<file path="config.mk">
export PLATFORM = sky130hd
export DESIGN_NAME = ipcs_cmd_status
export DESIGN_NICKNAME = d
export VERILOG_FILES = /design/src/design/ipcs_pkg.sv /design/src/design/ipcs_flag_bank.sv /design/src/design/ipcs_cmd_status.sv
export SDC_FILE = /design/constraint.sdc
export NUM_CORES = 1
export LEC_CHECK = 0
export BUFFER_PORTS_ARGS = -buffer_cell sky130_fd_sc_hd__buf_2
export CAP_MARGIN = 20
export CORE_MARGIN = 5
export CORE_UTILIZATION = 30
export DETAILED_ROUTE_END_ITERATION = 6
export GPL_ROUTABILITY_DRIVEN = 0
export MAX_ROUTING_LAYER = met4
export PLACE_DENSITY_LB_ADDON = 0.05
export SYNTH_ARGS = -nofsm -noshare
export SYNTH_HDL_FRONTEND = slang
export SYNTH_SLANG_ARGS = --single-unit
</file>
<file path="constraint.sdc">
create_clock -name clk_i -period 1.5 [get_ports clk_i]
set_input_delay 0.075 -clock clk_i [delete_from_list [all_inputs] [get_ports clk_i]]
set_output_delay 0.075 -clock clk_i [all_outputs]
set_load 0.05 [all_outputs]
</file>
<file path="src/design/ipcs_pkg.sv">
`default_nettype none

package ipcs_pkg;

  ////////////////////////////////////////////////////////////////////////////
  // Configuration space layout
  localparam int unsigned CFG_ADDR_W = 8;
  localparam logic [CFG_ADDR_W-1:0] CFG_CMD_STS_ADDR = 8'h04;
  localparam int unsigned CFG_WORD_LSB = 2;
  localparam int unsigned HALF_W = 16;
  localparam int unsigned BYTE_W = 8;
  localparam int unsigned BE_CMD_LO = 0;
  localparam int unsigned BE_CMD_HI = 1;
  localparam int unsigned BE_STS_LO = 2;
  localparam int unsigned BE_STS_HI = 3;

  ////////////////////////////////////////////////////////////////////////////
  // Command register fields
  localparam int unsigned CMD_IO_DECODE_BIT = 0;
  localparam int unsigned CMD_BUS_MASTER_BIT = 2;
  localparam int unsigned CMD_WRITE_INV_BIT = 4;
  localparam int unsigned CMD_PARITY_EN_BIT = 6;
  localparam int unsigned CMD_SYS_ERR_EN_BIT = 8;
  localparam logic [15:0] CMD_WRITABLE_MASK = 16'h0155;
  localparam logic [15:0] CMD_RESET_VAL = 16'h0000;

  ////////////////////////////////////////////////////////////////////////////
  // Status register fields
  localparam int unsigned STS_PARITY_ERR_BIT = 15;
  localparam int unsigned STS_SYS_ERR_BIT = 14;
  localparam int unsigned STS_MST_ABORT_BIT = 13;
  localparam int unsigned STS_TGT_ABORT_RX_BIT = 12;
  localparam int unsigned STS_TGT_ABORT_TX_BIT = 11;
  localparam int unsigned STS_MST_PERR_BIT = 8;
  localparam logic [1:0] STS_SELECT_TIMING = 2'h1;
  localparam int unsigned STS_SELECT_TIMING_LSB = 9;
  localparam int unsigned STS_BACK_TO_BACK_BIT = 7;
  localparam logic [15:0] STS_RESET_VAL = 16'h0280;

  // Sticky flag order inside the flag bank
  localparam int unsigned FLAG_N = 6;
  localparam int unsigned FL_PAR_ERR = 0;
  localparam int unsigned FL_SYS_ERR = 1;
  localparam int unsigned FL_MST_ABORT = 2;
  localparam int unsigned FL_TGT_ABORT_RX = 3;
  localparam int unsigned FL_TGT_ABORT_TX = 4;
  localparam int unsigned FL_MST_PERR = 5;

  ////////////////////////////////////////////////////////////////////////////
  // Carriers
  typedef struct packed {
    logic valid;
    logic write;
    logic [CFG_ADDR_W-1:0] addr;
    logic [3:0] be;
    logic [31:0] wdata;
  } ipcs_cfg_req_t;

  typedef struct packed {
    logic tgt_wr_perr;
    logic tgt_claimed;
    logic addr_perr;
    logic mst_active;
    logic mst_rd_perr;
    logic mst_tgt_perr;
    logic mst_abort;
    logic mst_tgt_abort;
    logic tgt_abort_sent;
    logic bm_start_wr;
  } ipcs_evt_t;

endpackage : ipcs_pkg

`default_nettype wire

</file>
<file path="src/design/ipcs_flag_bank.sv">
`timescale 1ns/1ps
`default_nettype none

module ipcs_flag_bank #(
  parameter int unsigned N = 6
) (
  // Clock and reset
  input wire logic clk_i,
  input wire logic srst_i,
  // Set and clear requests
  input wire logic [N-1:0] set_i,
  input wire logic [N-1:0] clr_i,
  // Flags
  output logic [N-1:0] flags_o
);

  typedef struct packed {
    logic [N-1:0] flags;
  } ipcs_flag_st_t;

  ipcs_flag_st_t st_q;
  ipcs_flag_st_t st_d;

  ////////////////////////////////////////////////////////////////////////////
  // Set wins over a clear in the same cycle
  always_comb begin
    st_d = st_q;
    st_d.flags = (st_q.flags & ~clr_i) | set_i; // [RULE9]
  end

  always_ff @(posedge clk_i) begin
    if (srst_i) begin
      st_q <= '0; // [RULE19]
    end else begin
      st_q <= st_d;
    end
  end

  assign flags_o = st_q.flags;
endmodule : ipcs_flag_bank

`default_nettype wire

</file>
<file path="src/design/ipcs_cmd_status.sv">
// Overview of operation
// RULE1 - Command bits 15:9, 7, 5, 3, 1 read zero, writes ignored.
// RULE2 - Command resets to zero; IDE ports stay dark until programmed.
// RULE3 - System error driven only for address parity, needs bits 8 and 6.
// RULE4 - With bit 6 set, drive parity error for target writes, master reads.
// RULE5 - Write parity errors reported only for cycles this device claimed.
// RULE6 - Bit 4 allows write-and-invalidate; otherwise plain memory write only.
// RULE7 - Bit 2 gates master cycles; set by write or bus-master start.
// RULE8 - Bit 0 enables port decode, only for ports enabled elsewhere.
// RULE9 - Status reads current; writing one clears, zero does nothing.
// RULE10 - Bit 15 set on any detected parity error, ignoring enable.
// RULE11 - Bit 14 set whenever the system error pin is driven low.
// RULE12 - Bit 13 set when own master memory cycle master-aborts.
// RULE13 - Bit 12 set when own master cycle gets target abort.
// RULE14 - Bit 11 set when this target ends a cycle with target abort.
// RULE15 - Select timing field fixed at 01, writes ignored.
// RULE16 - Bit 8 set on master parity error while bit 6 set.
// RULE17 - Bit 7 always reads one: back-to-back capable.
// RULE18 - Status bits 6:0 read zero; status resets to 0280h.
// RULE19 - Reset clears all sticky status flags.
`timescale 1ns/1ps
`default_nettype none

module ipcs_cmd_status
  import ipcs_pkg::*;
(
  // Clock and reset
  input wire logic clk_i,
  input wire logic srst_i,
  // Configuration access
  input wire ipcs_cfg_req_t cfg_req_i,
  output logic cfg_ack_o,
  output logic [31:0] cfg_rdata_o,
  // Bus events from the PCI engine
  input wire ipcs_evt_t evt_i,
  // Port enables from the IDE control register
  input wire logic prim_port_en_i,
  input wire logic sec_port_en_i,
  // Master engine requests
  input wire logic mst_req_i,
  input wire logic mst_want_mwi_i,
  // Decode and master controls
  output logic io_decode_enable_o,
  output logic prim_decode_en_o,
  output logic sec_decode_en_o,
  output logic bus_master_enable_o,
  output logic write_invalidate_enable_o,
  output logic mst_go_o,
  output logic mst_use_mwi_o,
  // Parity error pin
  output logic perr_n_o,
  output logic perr_oe_n_o,
  // System error pin, open drain
  output logic system_error_report_enable_n_o,
  output logic system_error_report_enable_oe_n_o
);

  ////////////////////////////////////////////////////////////////////////////
  // State
  typedef struct packed {
    logic [15:0] cmd;
    logic perr_drv;
    logic system_error_report_enable_drv;
    logic ack;
    logic [31:0] rdata;
  } ipcs_main_st_t;

  ipcs_main_st_t st_q;
  ipcs_main_st_t st_d;

  logic [FLAG_N-1:0] flag_set;
  logic [FLAG_N-1:0] flag_clr;
  logic [FLAG_N-1:0] flags;
  logic hit;
  logic wr_hit;
  logic [15:0] cmd_mask;
  logic [15:0] sts_mask;
  logic [15:0] sts_clr_bits;
  logic [15:0] sts_view;
  logic par_en;
  logic system_error_report_enable_en;
  logic claimed_wr_perr;

  // Byte enables of one half-word widened to a bit mask
  function automatic logic [15:0] half_mask(input logic lo, input logic hi);
    half_mask = {{BYTE_W{hi}}, {BYTE_W{lo}}};
  endfunction : half_mask

  // Status view built from sticky flags and fixed fields
  function automatic logic [15:0] status_word(input logic [FLAG_N-1:0] f);
    logic [15:0] s;
    s = '0; // [RULE18]
    s[STS_SELECT_TIMING_LSB +: 2] = STS_SELECT_TIMING; // [RULE15]
    s[STS_BACK_TO_BACK_BIT] = 1'b1; // [RULE17]
    s[STS_PARITY_ERR_BIT] = f[FL_PAR_ERR];
    s[STS_SYS_ERR_BIT] = f[FL_SYS_ERR];
    s[STS_MST_ABORT_BIT] = f[FL_MST_ABORT];
    s[STS_TGT_ABORT_RX_BIT] = f[FL_TGT_ABORT_RX];
    s[STS_TGT_ABORT_TX_BIT] = f[FL_TGT_ABORT_TX];
    s[STS_MST_PERR_BIT] = f[FL_MST_PERR];
    status_word = s;
  endfunction : status_word

  ////////////////////////////////////////////////////////////////////////////
  // Address decode
  assign hit = cfg_req_i.valid &&
    (cfg_req_i.addr[CFG_ADDR_W-1:CFG_WORD_LSB] ==
     CFG_CMD_STS_ADDR[CFG_ADDR_W-1:CFG_WORD_LSB]);
  assign wr_hit = hit && cfg_req_i.write;
  assign cmd_mask = half_mask(cfg_req_i.be[BE_CMD_LO], cfg_req_i.be[BE_CMD_HI]);
  assign sts_mask = half_mask(cfg_req_i.be[BE_STS_LO], cfg_req_i.be[BE_STS_HI]);
  assign par_en = st_q.cmd[CMD_PARITY_EN_BIT];
  assign system_error_report_enable_en = st_q.cmd[CMD_SYS_ERR_EN_BIT];
  assign claimed_wr_perr = evt_i.tgt_wr_perr && evt_i.tgt_claimed; // [RULE5]
  assign sts_view = status_word(flags);

  ////////////////////////////////////////////////////////////////////////////
  // Status flag sources and write-one clears
  always_comb begin
    flag_set = '0;
    flag_set[FL_PAR_ERR] = claimed_wr_perr || evt_i.addr_perr ||
      (evt_i.mst_active && evt_i.mst_rd_perr); // [RULE10]
    flag_set[FL_SYS_ERR] = st_q.system_error_report_enable_drv; // [RULE11]
    flag_set[FL_MST_ABORT] = evt_i.mst_active && evt_i.mst_abort; // [RULE12]
    flag_set[FL_TGT_ABORT_RX] = evt_i.mst_active &&
      evt_i.mst_tgt_abort; // [RULE13]
    flag_set[FL_TGT_ABORT_TX] = evt_i.tgt_abort_sent; // [RULE14]
    flag_set[FL_MST_PERR] = par_en && evt_i.mst_active &&
      (evt_i.mst_rd_perr || evt_i.mst_tgt_perr); // [RULE16]
  end

  assign sts_clr_bits = wr_hit ? (cfg_req_i.wdata[31:16] & sts_mask) : '0;

  always_comb begin
    flag_clr = '0;
    flag_clr[FL_PAR_ERR] = sts_clr_bits[STS_PARITY_ERR_BIT]; // [RULE9]
    flag_clr[FL_SYS_ERR] = sts_clr_bits[STS_SYS_ERR_BIT];
    flag_clr[FL_MST_ABORT] = sts_clr_bits[STS_MST_ABORT_BIT];
    flag_clr[FL_TGT_ABORT_RX] = sts_clr_bits[STS_TGT_ABORT_RX_BIT];
    flag_clr[FL_TGT_ABORT_TX] = sts_clr_bits[STS_TGT_ABORT_TX_BIT];
    flag_clr[FL_MST_PERR] = sts_clr_bits[STS_MST_PERR_BIT];
  end

  ipcs_flag_bank #(
    .N(FLAG_N)
  ) u_flags (
    .clk_i(clk_i),
    .srst_i(srst_i),
    .set_i(flag_set),
    .clr_i(flag_clr),
    .flags_o(flags)
  );

  ////////////////////////////////////////////////////////////////////////////
  // Next state
  always_comb begin
    st_d = st_q;
    if (wr_hit) begin
      // Only implemented bits take write data
      st_d.cmd = (st_q.cmd & ~(cmd_mask & CMD_WRITABLE_MASK)) |
        (cfg_req_i.wdata[15:0] & cmd_mask & CMD_WRITABLE_MASK); // [RULE1]
    end
    if (evt_i.bm_start_wr) begin
      st_d.cmd[CMD_BUS_MASTER_BIT] = 1'b1; // [RULE7]
    end
    // Pins drive one cycle after the detected error
    st_d.perr_drv = par_en &&
      (claimed_wr_perr || (evt_i.mst_active && evt_i.mst_rd_perr)); // [RULE4]
    st_d.system_error_report_enable_drv = system_error_report_enable_en && par_en && evt_i.addr_perr; // [RULE3]
    st_d.ack = cfg_req_i.valid;
    if (cfg_req_i.valid && !cfg_req_i.write) begin
      // Unmapped config words read as zero
      st_d.rdata = hit ? {sts_view, st_q.cmd} : '0; // [RULE9]
    end
  end

  always_ff @(posedge clk_i) begin
    if (srst_i) begin
      st_q.cmd <= CMD_RESET_VAL; // [RULE2]
      st_q.perr_drv <= 1'b0;
      st_q.system_error_report_enable_drv <= 1'b0;
      st_q.ack <= 1'b0;
      st_q.rdata <= '0;
    end else begin
      st_q <= st_d;
    end
  end

  ////////////////////////////////////////////////////////////////////////////
  // Outputs
  assign cfg_ack_o = st_q.ack;
  assign cfg_rdata_o = st_q.rdata;
  assign io_decode_enable_o = st_q.cmd[CMD_IO_DECODE_BIT];
  // Address ranges and base registers live in the port decoder
  assign prim_decode_en_o = io_decode_enable_o && prim_port_en_i; // [RULE8]
  assign sec_decode_en_o = io_decode_enable_o && sec_port_en_i; // [RULE8]
  assign bus_master_enable_o = st_q.cmd[CMD_BUS_MASTER_BIT];
  assign write_invalidate_enable_o = st_q.cmd[CMD_WRITE_INV_BIT];
  assign mst_go_o = mst_req_i && bus_master_enable_o; // [RULE7]
  assign mst_use_mwi_o = mst_want_mwi_i && write_invalidate_enable_o; // [RULE6]
  assign perr_n_o = ~st_q.perr_drv;
  assign perr_oe_n_o = ~st_q.perr_drv;
  // Open drain: only ever pulls low
  assign system_error_report_enable_n_o = ~st_q.system_error_report_enable_drv;
  assign system_error_report_enable_oe_n_o = ~st_q.system_error_report_enable_drv;
endmodule : ipcs_cmd_status

`default_nettype wire

</file>
==> results.json <==
{
  "status": "finished, final reports clean",
  "grt_first_pass_wirelength_um": 5840,
  "dp_hpwl_um": 2760,
  "tns_ns": 0,
  "worstPathRequired_ns": 1.42,
  "place_area_mm2": 0.00155,
  "cpMaxStageDelayCell": "dfxtp_1",
  "synth_top_family_by_area": "buffers and inverters",
  "synth_simple_gate_area_frac": 0.219,
  "min_period_ns": 1.13,
  "fin_nets": 274,
  "post-route-util": 0.365,
  "final_cells": 263,
  "r2r_end": "u_flags.flags_o[5]$_SDFF_PP0_",
  "num_vias": 1221,
  "portBuffers": 62,
  "synth-xor-area-share": 0,
  "wl_met2_um": 1680,
  "cts.sinks": 26,
  "firstDrtPassIters": 4,
  "min_to": "flag_set[1]$_SDFF_PP0_",
  "die_w_um": 77.4,
  "yosysSeqAreaShare": 0.382,
  "worstHoldPathCells": 3,
  "antenna_left": 0,
  "cts_hold_buf": 0,
  "layout_common_cells": "buf_2, dfxtp_1, a21oi_1",
  "fin_crit_sh": 0.754,
  "yosysWarnings": 0,
  "drt-vias-per-instance": 4.64,
  "drt-initial-drc-count": 80,
  "multi_input_area_um2": 593,
  "regArea_um2": 520,
  "clk_pin_slew_worst_paths_ns": 0.09,
  "synth_cell_types": 24,
  "synth_compound_area_frac": 0.163,
  "dieArea_mm2": 0.00599,
  "design_area_mm2": 0.00160,
  "maxSlewViolCount": 0,
  "grt_antenna_before_repair": 0,
  "root_buffer": "clkbuf_8",
  "start_kind": "flip-flop",
  "powerDensity_mw_per_mm2": 888,
  "ctsResizeCount": 0,
  "slew_headroom": 0.644,
  "fillerInstances": 486,
  "cts.path.max_buffers": 2,
  "setup_viol": 0,
  "layout_commonest_cell": "buf_2",
  "worstHoldStart": "evt_i[7]",
  "rr_worst_depth": 2,
  "critPathKind": "flip-flop to primary output",
  "cp.arrival_ns": 1.06,
  "hp-class": "input pin to flip-flop",
  "crit_path_max_fanout": 5,
  "leakage_nw": 0.715,
  "ys_ff_latch": 26,
  "coreArea_mm2": 0.00438,
  "die_y_um": 77.4,
  "row_count": 24,
  "grt_use_total": 0.120,
  "syn_to_final_growth_pct": 17.3,
  "ir_drop_v": 0.000301,
  "synthAdderAreaFrac": 0,
  "slowest_delay_ns": 0.39,
  "hold_viol": 0,
  "synth_edf_count": 0,
  "cts-buffers-inserted": 3,
  "power_mw": 1.42,
  "wl_met1_um": 1630,
  "cap_violations": 0,
  "end_kind": "primary output",
  "post_synth.cell_area_avg_um2": 8.27,
  "initial_core_util": 0.311,
  "dp_cells": 259,
  "totalWireLength_um": 3640,
  "insertion_delay_ns": 0.27,
  "layout-drive-gt1-share": 0.346,
  "synthFlopType": "dfxtp_1",
  "grt_pass1_vias": 1227,
  "syn_area_mm2": 0.00136,
  "antennaDiodeCount": 0,
  "overflow": 0,
  "rsz0062_at_grt": "false",
  "grt_max_degree": 22,
  "cts_tree": "built",
  "post_cts_buffers": 0,
  "worst_pin_slew_ns": 0.535,
  "synthArstFlopShare": 0,
  "drc_errors": 0,
  "pin_count": 106,
  "crit_family": "flip-flops",
  "synthCells": 165,
  "skew_ns": 0.00485,
  "worst-path-buf-inv": 1,
  "wl_met3_um": 310,
  "top_layer_used": "met4",
  "h-tree-depth": 1,
  "rrSetupSlack_ns": 0.76,
  "post_drt_wl_per_cell_um": 13.8,
  "fmax_ghz": 0.884,
  "muxShareOfSynthArea": 0,
  "worstPathCellList": "and2_1 > buf_2"
}
## cells by family (layout without fill, tap and decap cells)
kind of cell	count (synthesis)	after routing
AO/OA/AOI/OAI	37	37
buffers and inverters	48	76
flip-flops	26	26
other	1	19
AND/OR/NAND/NOR	53	53
## worst max-delay path by stage
stage | endpoint | slack, ns | depth (start not counted)
5_1_grt | prim_decode_en_o | 0.30 | 2
4_1_cts | prim_decode_en_o | 0.35 | 2
3_3_place_gp | bus_master_enable_o$_SDFFE_PP0P_ | 0.15 | 4
3_5_place_dp | bus_master_enable_o$_SDFFE_PP0P_ | 0.13 | 4
2_1_floorplan | prim_decode_en_o | 0.27 | 1
6_report | prim_decode_en_o | 0.37 | 2
## layout make-up
type                            instances  area share
Multi-Input combinational cell        109       0.371
Sequential cell                        26       0.325
Timing Repair Buffer                   67       0.217
Tap cell                               52      0.0407
Clock buffer                            4      0.0344
Inverter                                5      0.0117
## cells in the mapped netlist, drive strengths merged (2+ instances only)
library cell / instances / share of area
a21oi: 23 / 0.084
and2: 4 / 0.018
buf: 37 / 0.20
clkbuf: 6 / 0.017
dfxtp: 26 / 0.38
inv: 5 / 0.014
nand2: 21 / 0.058
nand2b: 2 / 0.0092
nand4: 15 / 0.069
nor2: 2 / 0.0055
nor2b: 4 / 0.018
o31ai: 10 / 0.055
## layer usage
metal,global-route usage,up-vias
met5,-,-
met4,0.0309,0
met3,0.0301,2
met2,0.194,61
met1,0.148,544
li1,-,614
## stage by stage
step	worst slack (ns)	hold WS, ns
floorplan	0.269	0.196
global placement	0.148	0.320
detailed placement	0.133	0.323
CTS	0.347	0.0274
global route	0.297	0.0436
finish	0.369	0.0382
## power breakdown
| group | switching [mW] | internal, mW |
|---|---|---|
| Combinational | 0.201 | 0.0633 |
| Clock | 0.215 | 0.234 |
| Sequential | 0.00623 | 0.701 |
| Total | 0.423 | 0.999 |
## worst min-delay path: stages
cell	delay [ns]
buf_2	0.11
nand2_1	0.06
nor2_1	0.03
Note: power is estimated with default switching activity, not from simulation.
